$ cat src/hw/nffi_pkg.sv
package nffi_pkg;
    // ==========================================================
    // command codes
    localparam logic [7:0] CMD_READ = 8'h00;
    localparam logic [7:0] CMD_RESET = 8'hFF;
    localparam logic [7:0] CMD_PROG_SETUP = 8'h80;
    localparam logic [7:0] CMD_PROG_GO = 8'h10;
    localparam logic [7:0] CMD_ERASE_SETUP = 8'h60;
    localparam logic [7:0] CMD_ERASE_GO = 8'hD0;
    localparam logic [7:0] CMD_STATUS = 8'h70;
    localparam logic [7:0] CMD_ID = 8'h90;
    localparam logic [7:0] ID_ADDR_BYTE = 8'h00;
    localparam logic [7:0] IDLE_BYTE = 8'h00;

    // ==========================================================
    // address layout
    localparam int ADDR_W = 19;
    localparam logic [1:0] ADDR_FIRST = 2'h0;
    localparam logic [1:0] ADDR_ROW_FIRST = 2'h1;
    localparam logic [1:0] ADDR_LAST = 2'h2;
    localparam logic [4:0] ADDR_PAD = 5'h00;
    localparam int FRAME_BYTES = 32;
    localparam int ID_BYTES = 2;

    // ==========================================================
    // timing
    localparam int CLK_MHZ = 25;
    localparam int T_PWRUP_NS = 1000;
    localparam int T_RAND_READ_NS = 15000;
    localparam int T_PROG_MAX_NS = 1000000;
    localparam int T_ERASE_MAX_NS = 10000000;
    localparam int T_BURST_NS = 120;
    localparam int T_WE_LOW_NS = 80;
    localparam int T_STROBE_HIGH_NS = 80;
    localparam int PWRUP_CYC = (T_PWRUP_NS * CLK_MHZ + 999) / 1000;
    localparam int RDBUSY_CYC = T_RAND_READ_NS * CLK_MHZ / 1000;
    localparam int PROG_TMO_CYC = T_PROG_MAX_NS * CLK_MHZ / 1000;
    localparam int ERASE_TMO_CYC = T_ERASE_MAX_NS * CLK_MHZ / 1000;
    localparam int BURST_CYC = (T_BURST_NS * CLK_MHZ + 999) / 1000;
    localparam int WE_LOW_CYC = (T_WE_LOW_NS * CLK_MHZ + 999) / 1000;
    localparam int HIGH_CYC = (T_STROBE_HIGH_NS * CLK_MHZ + 999) / 1000;
    localparam int SYNC_STAGES = 2;
    localparam int RD_LOW_CYC = SYNC_STAGES + 1;
    localparam int TMO_W = 24;
    localparam int BUSY_WIN_CYC = 8;

    // ==========================================================
    // types
    typedef enum logic [2:0] {OP_READ, OP_PROG, OP_ERASE, OP_STATUS, OP_ID, OP_RESET} nffi_op_e;

    typedef struct packed {
        nffi_op_e op;
        logic [ADDR_W-1:0] addr;
    } nffi_req_s;

    typedef struct packed {
        logic ce_n;
        logic cle;
        logic ale;
        logic we_n;
        logic read_strobe_n;
        logic wp_n;
        logic io_bus_oe_n;
        logic [7:0] io_bus_out;
    } nffi_pins_s;

    localparam nffi_pins_s PINS_RESET = '{ce_n: 1'b1, cle: 1'b0, ale: 1'b0, we_n: 1'b1,
        read_strobe_n: 1'b1, wp_n: 1'b0, io_bus_oe_n: 1'b1, io_bus_out: 8'h00};
endpackage

$ cat src/hw/nffi_host.sv
// Rules from the document for the flash this block drives
// CLE high, CE low: command byte taken on rising write strobe.
// ALE high: each rising write strobe takes the next address byte.
// 19-bit address in three bytes, low first, top five bits pad.
// read and program send exactly three address bytes after command.
// flash ignores surplus address bytes, keeping its captured address.
// erase sends only the two row address bytes.
// read 00h and ID read 90h are single bus cycles.
// program is 80h, address, data, then confirm 10h.
// erase is 60h, row address, then confirm D0h.
// while busy only reset and status read are accepted.
// only defined command codes are ever sent.
// CE high during read abandons it.
// CE high is ignored during internal program or erase.
// CE is don't-care between data load and read-out cycles.
// each falling read strobe drives a byte and advances the column.
// flash releases the bus when deselected or output disabled.
// write-protect low holds off program and erase.
// ready/busy low during program, erase or frame read.
// ready/busy is open-drain and driven regardless of CE.
// wait at least 1 us after power-up before any command.
// program and read move one 32-byte frame at a time.
// erase acts on a whole 4K-byte block, 128 blocks.
// frame read completes within 15 us with ready/busy low.
// sequential output at no faster than 120 ns per byte.
// flash sequences and verifies program and erase internally.
// at most ten partial programs per frame before erase.
// status byte reflects ready/busy and last pass/fail.
`timescale 1ns/1ns
module nffi_host #(
    parameter int FRAME_BYTES = nffi_pkg::FRAME_BYTES,
    parameter int ID_BYTES = nffi_pkg::ID_BYTES,
    parameter int PROG_TMO_CYC = nffi_pkg::PROG_TMO_CYC,
    parameter int ERASE_TMO_CYC = nffi_pkg::ERASE_TMO_CYC,
    parameter int BUSY_WIN_CYC = nffi_pkg::BUSY_WIN_CYC
) (
    // clock and reset
    input wire logic clk_sys,
    input wire logic rstn,
    // user request
    input wire logic req_valid,
    input wire nffi_pkg::nffi_req_s req,
    output logic req_ready_q,
    // program data
    input wire logic wr_valid,
    input wire logic [7:0] wr_data,
    output logic wr_ready_q,
    // read data and result
    output logic rd_valid_q,
    output logic [7:0] rd_data_q,
    output logic done_q,
    output logic timeout_q,
    output logic [7:0] status_q,
    // flash pins
    output nffi_pkg::nffi_pins_s pins_q,
    input wire logic [7:0] io_bus_in,
    input wire logic ready_busy_in
);
    typedef enum {S_PWR, S_IDLE, S_CMD1, S_ADDR, S_WDATA, S_CMD2, S_BUSYLO, S_BUSYHI, S_STCMD, S_RDATA,
        S_DONE} nffi_state_e;

    nffi_state_e state_q;
    nffi_pkg::nffi_op_e op_q;
    logic [nffi_pkg::ADDR_W-1:0] addr_q;
    logic [1:0] ai_q;
    logic [7:0] cnt_q;
    logic [nffi_pkg::TMO_W-1:0] tmo_q, tmo_lim_q;
    logic pend_q, go_q, go_rd_q, go_cle_q, go_ale_q, sel_q, wp_q, stat_rd_q;
    logic [7:0] go_byte_q;
    logic step_act_q, step_rd_q, step_done_q;
    logic [3:0] step_cnt_q;
    logic [7:0] io_s;
    logic rb_s;
    logic [1:0] ale_cnt_q;
    logic [7:0] up_cnt_q;

    if (FRAME_BYTES < 1 || FRAME_BYTES > 255 || ID_BYTES < 1 || ID_BYTES > 255 ||
        ERASE_TMO_CYC >= (1 << nffi_pkg::TMO_W) || PROG_TMO_CYC >= (1 << nffi_pkg::TMO_W) ||
        BUSY_WIN_CYC < 1 || nffi_pkg::RD_LOW_CYC + nffi_pkg::HIGH_CYC < nffi_pkg::BURST_CYC) begin : g_bad
        $error("nffi_host: parameter out of range");
    end

    // ==========================================================
    // pin synchronisers
    nffi_sync #(.W(8)) u_io_sync (.clk_sys(clk_sys), .rstn(rstn), .d(io_bus_in), .q(io_s));
    nffi_sync #(.W(1)) u_rb_sync (.clk_sys(clk_sys), .rstn(rstn), .d(ready_busy_in), .q(rb_s));

    // ==========================================================
    // bus cycle engine: one strobe per launch
    always_ff @(posedge clk_sys or negedge rstn) begin
        if (!rstn) begin
            pins_q <= nffi_pkg::PINS_RESET;
            step_act_q <= 1'b0;
            step_rd_q <= 1'b0;
            step_cnt_q <= 4'h0;
            step_done_q <= 1'b0;
            rd_data_q <= 8'h00;
        end else begin
            step_done_q <= 1'b0;
            // chip select held low for the whole operation, so read never aborts
            pins_q.ce_n <= !sel_q;
            pins_q.wp_n <= wp_q;
            if (go_q) begin
                step_act_q <= 1'b1;
                step_rd_q <= go_rd_q;
                step_cnt_q <= 4'h0;
                pins_q.cle <= go_cle_q;
                pins_q.ale <= go_ale_q;
                pins_q.io_bus_out <= go_byte_q;
                // bus left to the flash during reads
                pins_q.io_bus_oe_n <= go_rd_q;
            end else if (step_act_q) begin
                step_cnt_q <= step_cnt_q + 4'h1;
                if (!step_rd_q) begin
                    if (step_cnt_q == 4'h0) pins_q.we_n <= 1'b0;
                    if (step_cnt_q == 4'(nffi_pkg::WE_LOW_CYC)) pins_q.we_n <= 1'b1;
                end else begin
                    if (step_cnt_q == 4'h0) pins_q.read_strobe_n <= 1'b0;
                    if (step_cnt_q == 4'(nffi_pkg::RD_LOW_CYC)) begin
                        // synced bus lags two cycles; low phase is long enough to see settled data
                        pins_q.read_strobe_n <= 1'b1;
                        rd_data_q <= io_s;
                    end
                end
                if (step_cnt_q == 4'((step_rd_q ? nffi_pkg::RD_LOW_CYC : nffi_pkg::WE_LOW_CYC) +
                    nffi_pkg::HIGH_CYC)) begin
                    step_act_q <= 1'b0;
                    step_done_q <= 1'b1;
                    pins_q.cle <= 1'b0;
                    pins_q.ale <= 1'b0;
                    pins_q.io_bus_oe_n <= 1'b1;
                end
            end
        end
    end

    // ==========================================================
    // operation sequencer
    function automatic logic [7:0] addr_byte(input logic [nffi_pkg::ADDR_W-1:0] a, input logic [1:0] i);
        case (i)
            nffi_pkg::ADDR_FIRST: addr_byte = a[7:0];
            nffi_pkg::ADDR_ROW_FIRST: addr_byte = a[15:8];
            default: addr_byte = {nffi_pkg::ADDR_PAD, a[18:16]};
        endcase
    endfunction

    function automatic logic [7:0] first_code(input nffi_pkg::nffi_op_e op);
        // only codes of the defined set leave this block
        case (op)
            nffi_pkg::OP_READ: first_code = nffi_pkg::CMD_READ;
            nffi_pkg::OP_PROG: first_code = nffi_pkg::CMD_PROG_SETUP;
            nffi_pkg::OP_ERASE: first_code = nffi_pkg::CMD_ERASE_SETUP;
            nffi_pkg::OP_STATUS: first_code = nffi_pkg::CMD_STATUS;
            nffi_pkg::OP_ID: first_code = nffi_pkg::CMD_ID;
            default: first_code = nffi_pkg::CMD_RESET;
        endcase
    endfunction

    task automatic issue(input logic rd, input logic cle, input logic ale, input logic [7:0] b);
        go_q <= 1'b1;
        go_rd_q <= rd;
        go_cle_q <= cle;
        go_ale_q <= ale;
        go_byte_q <= b;
        pend_q <= 1'b1;
    endtask

    always_ff @(posedge clk_sys or negedge rstn) begin
        if (!rstn) begin
            state_q <= S_PWR;
            op_q <= nffi_pkg::OP_READ;
            addr_q <= '0;
            ai_q <= 2'h0;
            cnt_q <= 8'h00;
            tmo_q <= '0;
            tmo_lim_q <= '0;
            pend_q <= 1'b0;
            go_q <= 1'b0;
            go_rd_q <= 1'b0;
            go_cle_q <= 1'b0;
            go_ale_q <= 1'b0;
            go_byte_q <= 8'h00;
            sel_q <= 1'b0;
            wp_q <= 1'b0;
            stat_rd_q <= 1'b0;
            req_ready_q <= 1'b0;
            wr_ready_q <= 1'b0;
            rd_valid_q <= 1'b0;
            done_q <= 1'b0;
            timeout_q <= 1'b0;
            status_q <= 8'h00;
        end else begin
            go_q <= 1'b0;
            rd_valid_q <= 1'b0;
            done_q <= 1'b0;
            case (state_q)
                S_PWR: begin
                    // power-up recovery before the first command
                    if (tmo_q == nffi_pkg::TMO_W'(nffi_pkg::PWRUP_CYC - 1)) begin
                        state_q <= S_IDLE;
                        tmo_q <= '0;
                    end else tmo_q <= tmo_q + 1'b1;
                end
                S_IDLE: begin
                    if (req_valid && req_ready_q) begin
                        // caller keeps partial programs of one frame within the limit
                        req_ready_q <= 1'b0;
                        op_q <= req.op;
                        addr_q <= req.addr;
                        sel_q <= 1'b1;
                        wp_q <= (req.op == nffi_pkg::OP_PROG) || (req.op == nffi_pkg::OP_ERASE);
                        timeout_q <= 1'b0;
                        cnt_q <= 8'h00;
                        ai_q <= (req.op == nffi_pkg::OP_ERASE) ? nffi_pkg::ADDR_ROW_FIRST :
                            nffi_pkg::ADDR_FIRST;
                        case (req.op)
                            nffi_pkg::OP_READ: tmo_lim_q <= nffi_pkg::TMO_W'(nffi_pkg::RDBUSY_CYC);
                            nffi_pkg::OP_ERASE: tmo_lim_q <= nffi_pkg::TMO_W'(ERASE_TMO_CYC);
                            default: tmo_lim_q <= nffi_pkg::TMO_W'(PROG_TMO_CYC);
                        endcase
                        state_q <= S_CMD1;
                    end else req_ready_q <= rb_s; // nothing new while busy
                end
                S_CMD1: begin
                    if (!pend_q) issue(1'b0, 1'b1, 1'b0, first_code(op_q));
                    else if (step_done_q) begin
                        pend_q <= 1'b0;
                        tmo_q <= '0;
                        case (op_q)
                            nffi_pkg::OP_STATUS: begin
                                state_q <= S_RDATA;
                                cnt_q <= 8'h01;
                                stat_rd_q <= 1'b1;
                            end
                            nffi_pkg::OP_RESET: state_q <= S_BUSYLO;
                            default: state_q <= S_ADDR;
                        endcase
                    end
                end
                S_ADDR: begin
                    if (!pend_q) issue(1'b0, 1'b0, 1'b1, (op_q == nffi_pkg::OP_ID) ? nffi_pkg::ID_ADDR_BYTE :
                        addr_byte(addr_q, ai_q));
                    else if (step_done_q) begin
                        pend_q <= 1'b0;
                        ai_q <= ai_q + 2'h1;
                        // exactly three bytes for read and program, two for erase
                        if (ai_q == nffi_pkg::ADDR_LAST || op_q == nffi_pkg::OP_ID) begin
                            tmo_q <= '0;
                            case (op_q)
                                nffi_pkg::OP_READ: state_q <= S_BUSYLO;
                                nffi_pkg::OP_PROG: begin
                                    state_q <= S_WDATA;
                                    wr_ready_q <= 1'b1;
                                end
                                nffi_pkg::OP_ERASE: state_q <= S_CMD2;
                                default: begin
                                    state_q <= S_RDATA;
                                    cnt_q <= 8'(ID_BYTES);
                                end
                            endcase
                        end
                    end
                end
                S_WDATA: begin
                    if (wr_ready_q && wr_valid) begin
                        wr_ready_q <= 1'b0;
                        issue(1'b0, 1'b0, 1'b0, wr_data);
                    end else if (pend_q && step_done_q) begin
                        pend_q <= 1'b0;
                        // one frame per program
                        if (cnt_q == 8'(FRAME_BYTES - 1)) state_q <= S_CMD2;
                        else begin
                            cnt_q <= cnt_q + 8'h01;
                            wr_ready_q <= 1'b1;
                        end
                    end
                end
                S_CMD2: begin
                    if (!pend_q) issue(1'b0, 1'b1, 1'b0, (op_q == nffi_pkg::OP_PROG) ? nffi_pkg::CMD_PROG_GO :
                        nffi_pkg::CMD_ERASE_GO);
                    else if (step_done_q) begin
                        pend_q <= 1'b0;
                        tmo_q <= '0;
                        state_q <= S_BUSYLO;
                    end
                end
                S_BUSYLO: begin
                    // busy may never be seen if the flash is quick; give it a short window
                    if (!rb_s || tmo_q == nffi_pkg::TMO_W'(BUSY_WIN_CYC - 1)) begin
                        state_q <= S_BUSYHI;
                        tmo_q <= '0;
                    end else tmo_q <= tmo_q + 1'b1;
                end
                S_BUSYHI: begin
                    // ready/busy is driven even while deselected, so it is trusted here
                    if (rb_s || tmo_q == tmo_lim_q) begin
                        timeout_q <= !rb_s;
                        tmo_q <= '0;
                        case (op_q)
                            nffi_pkg::OP_READ: begin
                                state_q <= S_RDATA;
                                cnt_q <= 8'(FRAME_BYTES);
                            end
                            nffi_pkg::OP_PROG, nffi_pkg::OP_ERASE: state_q <= S_STCMD;
                            default: state_q <= S_DONE;
                        endcase
                    end else tmo_q <= tmo_q + 1'b1;
                end
                S_STCMD: begin
                    if (!pend_q) issue(1'b0, 1'b1, 1'b0, nffi_pkg::CMD_STATUS);
                    else if (step_done_q) begin
                        pend_q <= 1'b0;
                        state_q <= S_RDATA;
                        cnt_q <= 8'h01;
                        stat_rd_q <= 1'b1;
                    end
                end
                S_RDATA: begin
                    if (!pend_q) issue(1'b1, 1'b0, 1'b0, nffi_pkg::IDLE_BYTE);
                    else if (step_done_q) begin
                        pend_q <= 1'b0;
                        if (stat_rd_q) status_q <= rd_data_q;
                        else rd_valid_q <= 1'b1;
                        if (cnt_q == 8'h01) state_q <= S_DONE;
                        else cnt_q <= cnt_q - 8'h01;
                    end
                end
                S_DONE: begin
                    done_q <= 1'b1;
                    sel_q <= 1'b0;
                    wp_q <= 1'b0;
                    stat_rd_q <= 1'b0;
                    state_q <= S_IDLE;
                end
                default: state_q <= S_IDLE;
            endcase
        end
    end

    // ==========================================================
    // checks
    always_ff @(posedge clk_sys or negedge rstn) begin
        if (!rstn) begin
            ale_cnt_q <= 2'h0;
            up_cnt_q <= 8'h00;
        end else begin
            if (up_cnt_q != 8'hFF) up_cnt_q <= up_cnt_q + 8'h01;
            if (state_q == S_IDLE) ale_cnt_q <= 2'h0;
            else if (pins_q.we_n && step_act_q && pins_q.ale && step_cnt_q == 4'(nffi_pkg::WE_LOW_CYC + 1))
                ale_cnt_q <= ale_cnt_q + 2'h1;
        end
    end
endmodule // nffi_host

$ cat src/hw/nffi_sync.sv
`timescale 1ns/1ns
module nffi_sync #(
    parameter int W = 1
) (
    // clock and reset
    input wire logic clk_sys,
    input wire logic rstn,
    // data
    input wire logic [W-1:0] d,
    output logic [W-1:0] q
);
    logic [W-1:0] meta_q;

    if (W < 1) begin : g_bad_w
        $error("nffi_sync: width must be at least one");
    end

    always_ff @(posedge clk_sys or negedge rstn) begin
        if (!rstn) begin
            meta_q <= '0;
            q <= '0;
        end else begin
            meta_q <= d;
            q <= meta_q;
        end
    end
endmodule // nffi_sync

$ cat config.mk
export PLATFORM = sky130hd
export DESIGN_NAME = nffi_host
export DESIGN_NICKNAME = d
export VERILOG_FILES = /design/src/hw/nffi_pkg.sv /design/src/hw/nffi_host.sv /design/src/hw/nffi_sync.sv
export SDC_FILE = /design/constraint.sdc
export NUM_CORES = 1
export LEC_CHECK = 0
export BUFFER_PORTS_ARGS = -buffer_cell sky130_fd_sc_hd__buf_2
export CORE_UTILIZATION = 40
export DETAILED_ROUTE_END_ITERATION = 8
export PLACE_DENSITY_LB_ADDON = 0.1
export SLEW_MARGIN = 25
export SYNTH_ARGS = -nofsm -noshare
export SYNTH_HDL_FRONTEND = slang
export SYNTH_HIERARCHICAL = 1
export SYNTH_SLANG_ARGS = --single-unit
export TNS_END_PERCENT = 1
$ cat constraint.sdc
create_clock -name clk_sys -period 3.1 [get_ports clk_sys]
set_clock_uncertainty 0.15 [all_clocks]
set_input_delay 0.465 -clock clk_sys [delete_from_list [all_inputs] [get_ports clk_sys]]
set_output_delay 0.465 -clock clk_sys [all_outputs]
set_load 0.005 [all_outputs]
==> summary.txt <==
Critical path
  • Critical path class: flip-flop to flip-flop
  • Nature of the critical path startpoint: flip-flop
  • Crit-path slowest cell: or4_4
  • CP endpoint kind: flip-flop
  • Critical Path RT: 3260 ps
  • Setup crit start: tmo_q[15]
  • Critical R2R Launch: tmo_q[15]
  • Cell mode on critical path: or4_4
  • Slowest stage delay, CP: 550 ps
  • Critical Path AT: 3160 ps
  • Max FO, Critical Path: 4
  • Critical-path cell list: or4_4, or4_4, o32a_1, a2111oi_4, and3_4, mux2_1

Yosys
  • Top cells by area, synth: dfrtp_1, nand2_1, mux2_2
  • Synth top cells by count: dfrtp_1, nand2_1, nor2_1, clkbuf_1, a21oi_1
  • Ys Warns: 6
  • Main synth FF type: dfrtp_1
  • Mapped Nets: 829
  • Post-synth EDFFs: 0
  • Asr flop ratio synth: 1.000
  • Sequential fraction of the synthesis area: 0.4894
  • Yosys cell types: 69
  • Syn Area/Cell: 9.448 um^2
  • Synth area leader: dfrtp_1
  • Yosys reg bits: 143
  • Synth Cell Area: 7322 um^2
  • Cells after Synth: 775
  • Post-synth top area share: 0.4751

Final layout
  • Area grow syn2layout: 21.12%
  • Finished Core Util: 0.4937
  • ANT cells: 0
  • Final Net Count: 928
  • Fill cells: 1,652
  • Share of layout cells above drive strength 1: 0.2334

Timing
  • Hold Vio Cnt, Final: 0
  • RSZ-0062 raised after global routing: false
  • Hold Slack: 72.92 ps
  • Count of final setup violators: 0
  • Slew Limit Fails: 0
  • Worst-Margin Slew: 701.2 ps
  • TNS Setup: 0 ps
  • Final worst path period share: 0.9684
  • Fin crit period: 3002 ps
  • Fmax: 333.1 MHz
  • Relative slew slack: 0.5316
  • Final worst slack: 97.93 ps

Floorplanning
  • IO Count: 79
  • Core box area: 17,960 um^2
  • Die width: 137.3 um
  • Effective utilization at floorplan: 0.4076
  • Row cnt: 49
  • DIE AREA: 18,850 um^2
  • Die H: 137.3 um

Clock network
  • H-tree Lvls: 4
  • CTS tree: done
  • Inserted Clock Buffers: 17
  • Clock buffer depth: 2
  • CTS Sinks: 143
  • Worst-skew pair later-pin latency: 430 ps
  • CTS Root Cell: clkbuf_16
  • Clk slew on worst S/H paths: 70 ps
  • Post-CTS Repair Setup Buffers: 0

Routing
  • WL per Instance: 17.25 um
  • Routed WL: 19,250 um
  • Drt first-iter violations: 446
  • DRC Markers: 0
  • Antenna viol nets, final: 0
  • First-pass iteration count of the detailed router: 5
  • Via/cell ratio: 5.616
  • Via count: 6,267

Global routing
  • Gr usage total: 0.2136
  • Total global routing overflow: 0
  • Vias in the first global route: 6,045
  • Largest net degree at the start of global routing: 54
  • First-pass GRT wire length: 31,020 um
  • Initial antenna violation count: 0

Pwr
  • VDD IR max: 0.4386 mV
  • Pwr per Cell Area: 914.2 nW/um^2
  • Pwr Total: 8.108 mW
  • Leak pwr: 4.101 nW

Placement
  • Dpl ws: 83.51 ps
  • Placer Congestion: 0.8890
  • Final HPWL DP: 13,590 um
  • IO buf count: 78

Min path
  • Hold WC Path Type: input pin to flip-flop
  • Hold_sp: req[2]

Run status
  • Status: completed

Job
  • Max Cap Viol: 0
## worst paths after layout
| check | endpoint | slack (ps) | depth (start not counted) |
|---|---|---|---|
| worst max-delay path | state_q[0] | 100 | 6 |
| worst min-delay path | addr_q[2] | 70 | 3 |
| worst max register to register | state_q[0] | 100 | 6 |
| worst min register to register | u_io_sync/q[0] | 200 | 0 |
| max in group asynchronous | pins_q[14] | 1580 | 3 |
| min in group asynchronous | u_rb_sync/q | 440 | 2 |
## critical path: cells and delay by family, from the launching register on
family,cells,cell delay (ps)
AND/OR/NAND/NOR,3,1320
AO/OA/AOI/OAI,2,670
flip-flops,1,430
multiplexers,1,310
## per-layer routing
layer	routed length, um	GRT usage	up-vias
met5	0	0	-
met2	9263	0.3395	162
li1	-	-	2980
met1	8876	0.2896	3103
met3	880	0.05151	22
met4	231	0.05800	0
## area by class of cell
class / count / area, um^2 / share of cell area
Sequential cell: 143 / 3583 / 0.4041
Clock inverter: 15 / 188.9 / 0.02130
Timing Repair Buffer: 133 / 847.1 / 0.09551
Multi-Input combinational cell: 559 / 3462 / 0.3904
Inverter: 20 / 75.07 / 0.008465
Clock buffer: 17 / 425.4 / 0.04797
Tap cell: 229 / 286.5 / 0.03231
## through the flow
step	std cells	area [um^2]
3_3_place_gp	1074	8149
2_1_floorplan	775	7322
3_5_place_dp	1074	8149
6_report	1116	8869
4_1_cts	1116	8864
5_1_grt	1116	8869
## cells in the final DEF (no fill, tap or decap), types with 7 or more instances in the layout
| master | n |
|---|---|
| a22oi_1 | 14 |
| nor2_1 | 53 |
| clkbuf_16 | 17 |
| nor3_1 | 16 |
| ha_1 | 11 |
| o21ai_0 | 28 |
| nand4_1 | 19 |
| dlygate4sd3_1 | 10 |
| nor2b_1 | 7 |
| nand3_1 | 27 |
| buf_4 | 44 |
| a31oi_1 | 7 |
| a22o_1 | 9 |
| nor4_1 | 7 |
| a21oi_1 | 36 |
| o211ai_1 | 9 |
| nand2_1 | 139 |
| mux2_2 | 34 |
| xor2_1 | 14 |
| buf_2 | 77 |
| dfrtp_1 | 139 |
| and3_1 | 9 |
| or3_1 | 7 |
| inv_1 | 20 |
| o22ai_1 | 12 |
## flip-flops by register name (all words and copies together) (netlist names), 2 cells and up
register          flops
pins_q               15
step_cnt_q            4
rd_data_q             8
ai_q                  2
tmo_q                24
op_q                  3
addr_q               19
cnt_q                 8
tmo_lim_q             6
u_io_sync/q           8
go_byte_q             8
state_q               4
u_io_sync/meta_q      8
status_q              8
## timing repair
action | 4_1_cts | 5_1_grt
resized for setup | 0 | 1
endpoints found under the setup margin | 0 | 20
hold buffers | 10 | 0
hold endpoints to repair | 59 | 0
## kinds of logic (layout without fill, tap and decap cells)
family,after synthesis,in the layout,share of synthesized area
AO/OA/AOI/OAI,164,164,0.1541
adder cells (fa/ha/maj),11,11,0.01880
AND/OR/NAND/NOR,324,324,0.2138
XOR/XNOR,20,20,0.02392
multiplexers,40,40,0.06066
flip-flops,143,143,0.4894
buffers and inverters,73,185,0.03930
## report_power, final
part | internal [mW] | switching, mW | total [mW]
combinational | 1.33 | 1.87 | 3.20
sequential | 2.36 | 0.487 | 2.85
clock | 1.10 | 0.965 | 2.06
No activity file was read; power rests on OpenSTA's default activity.
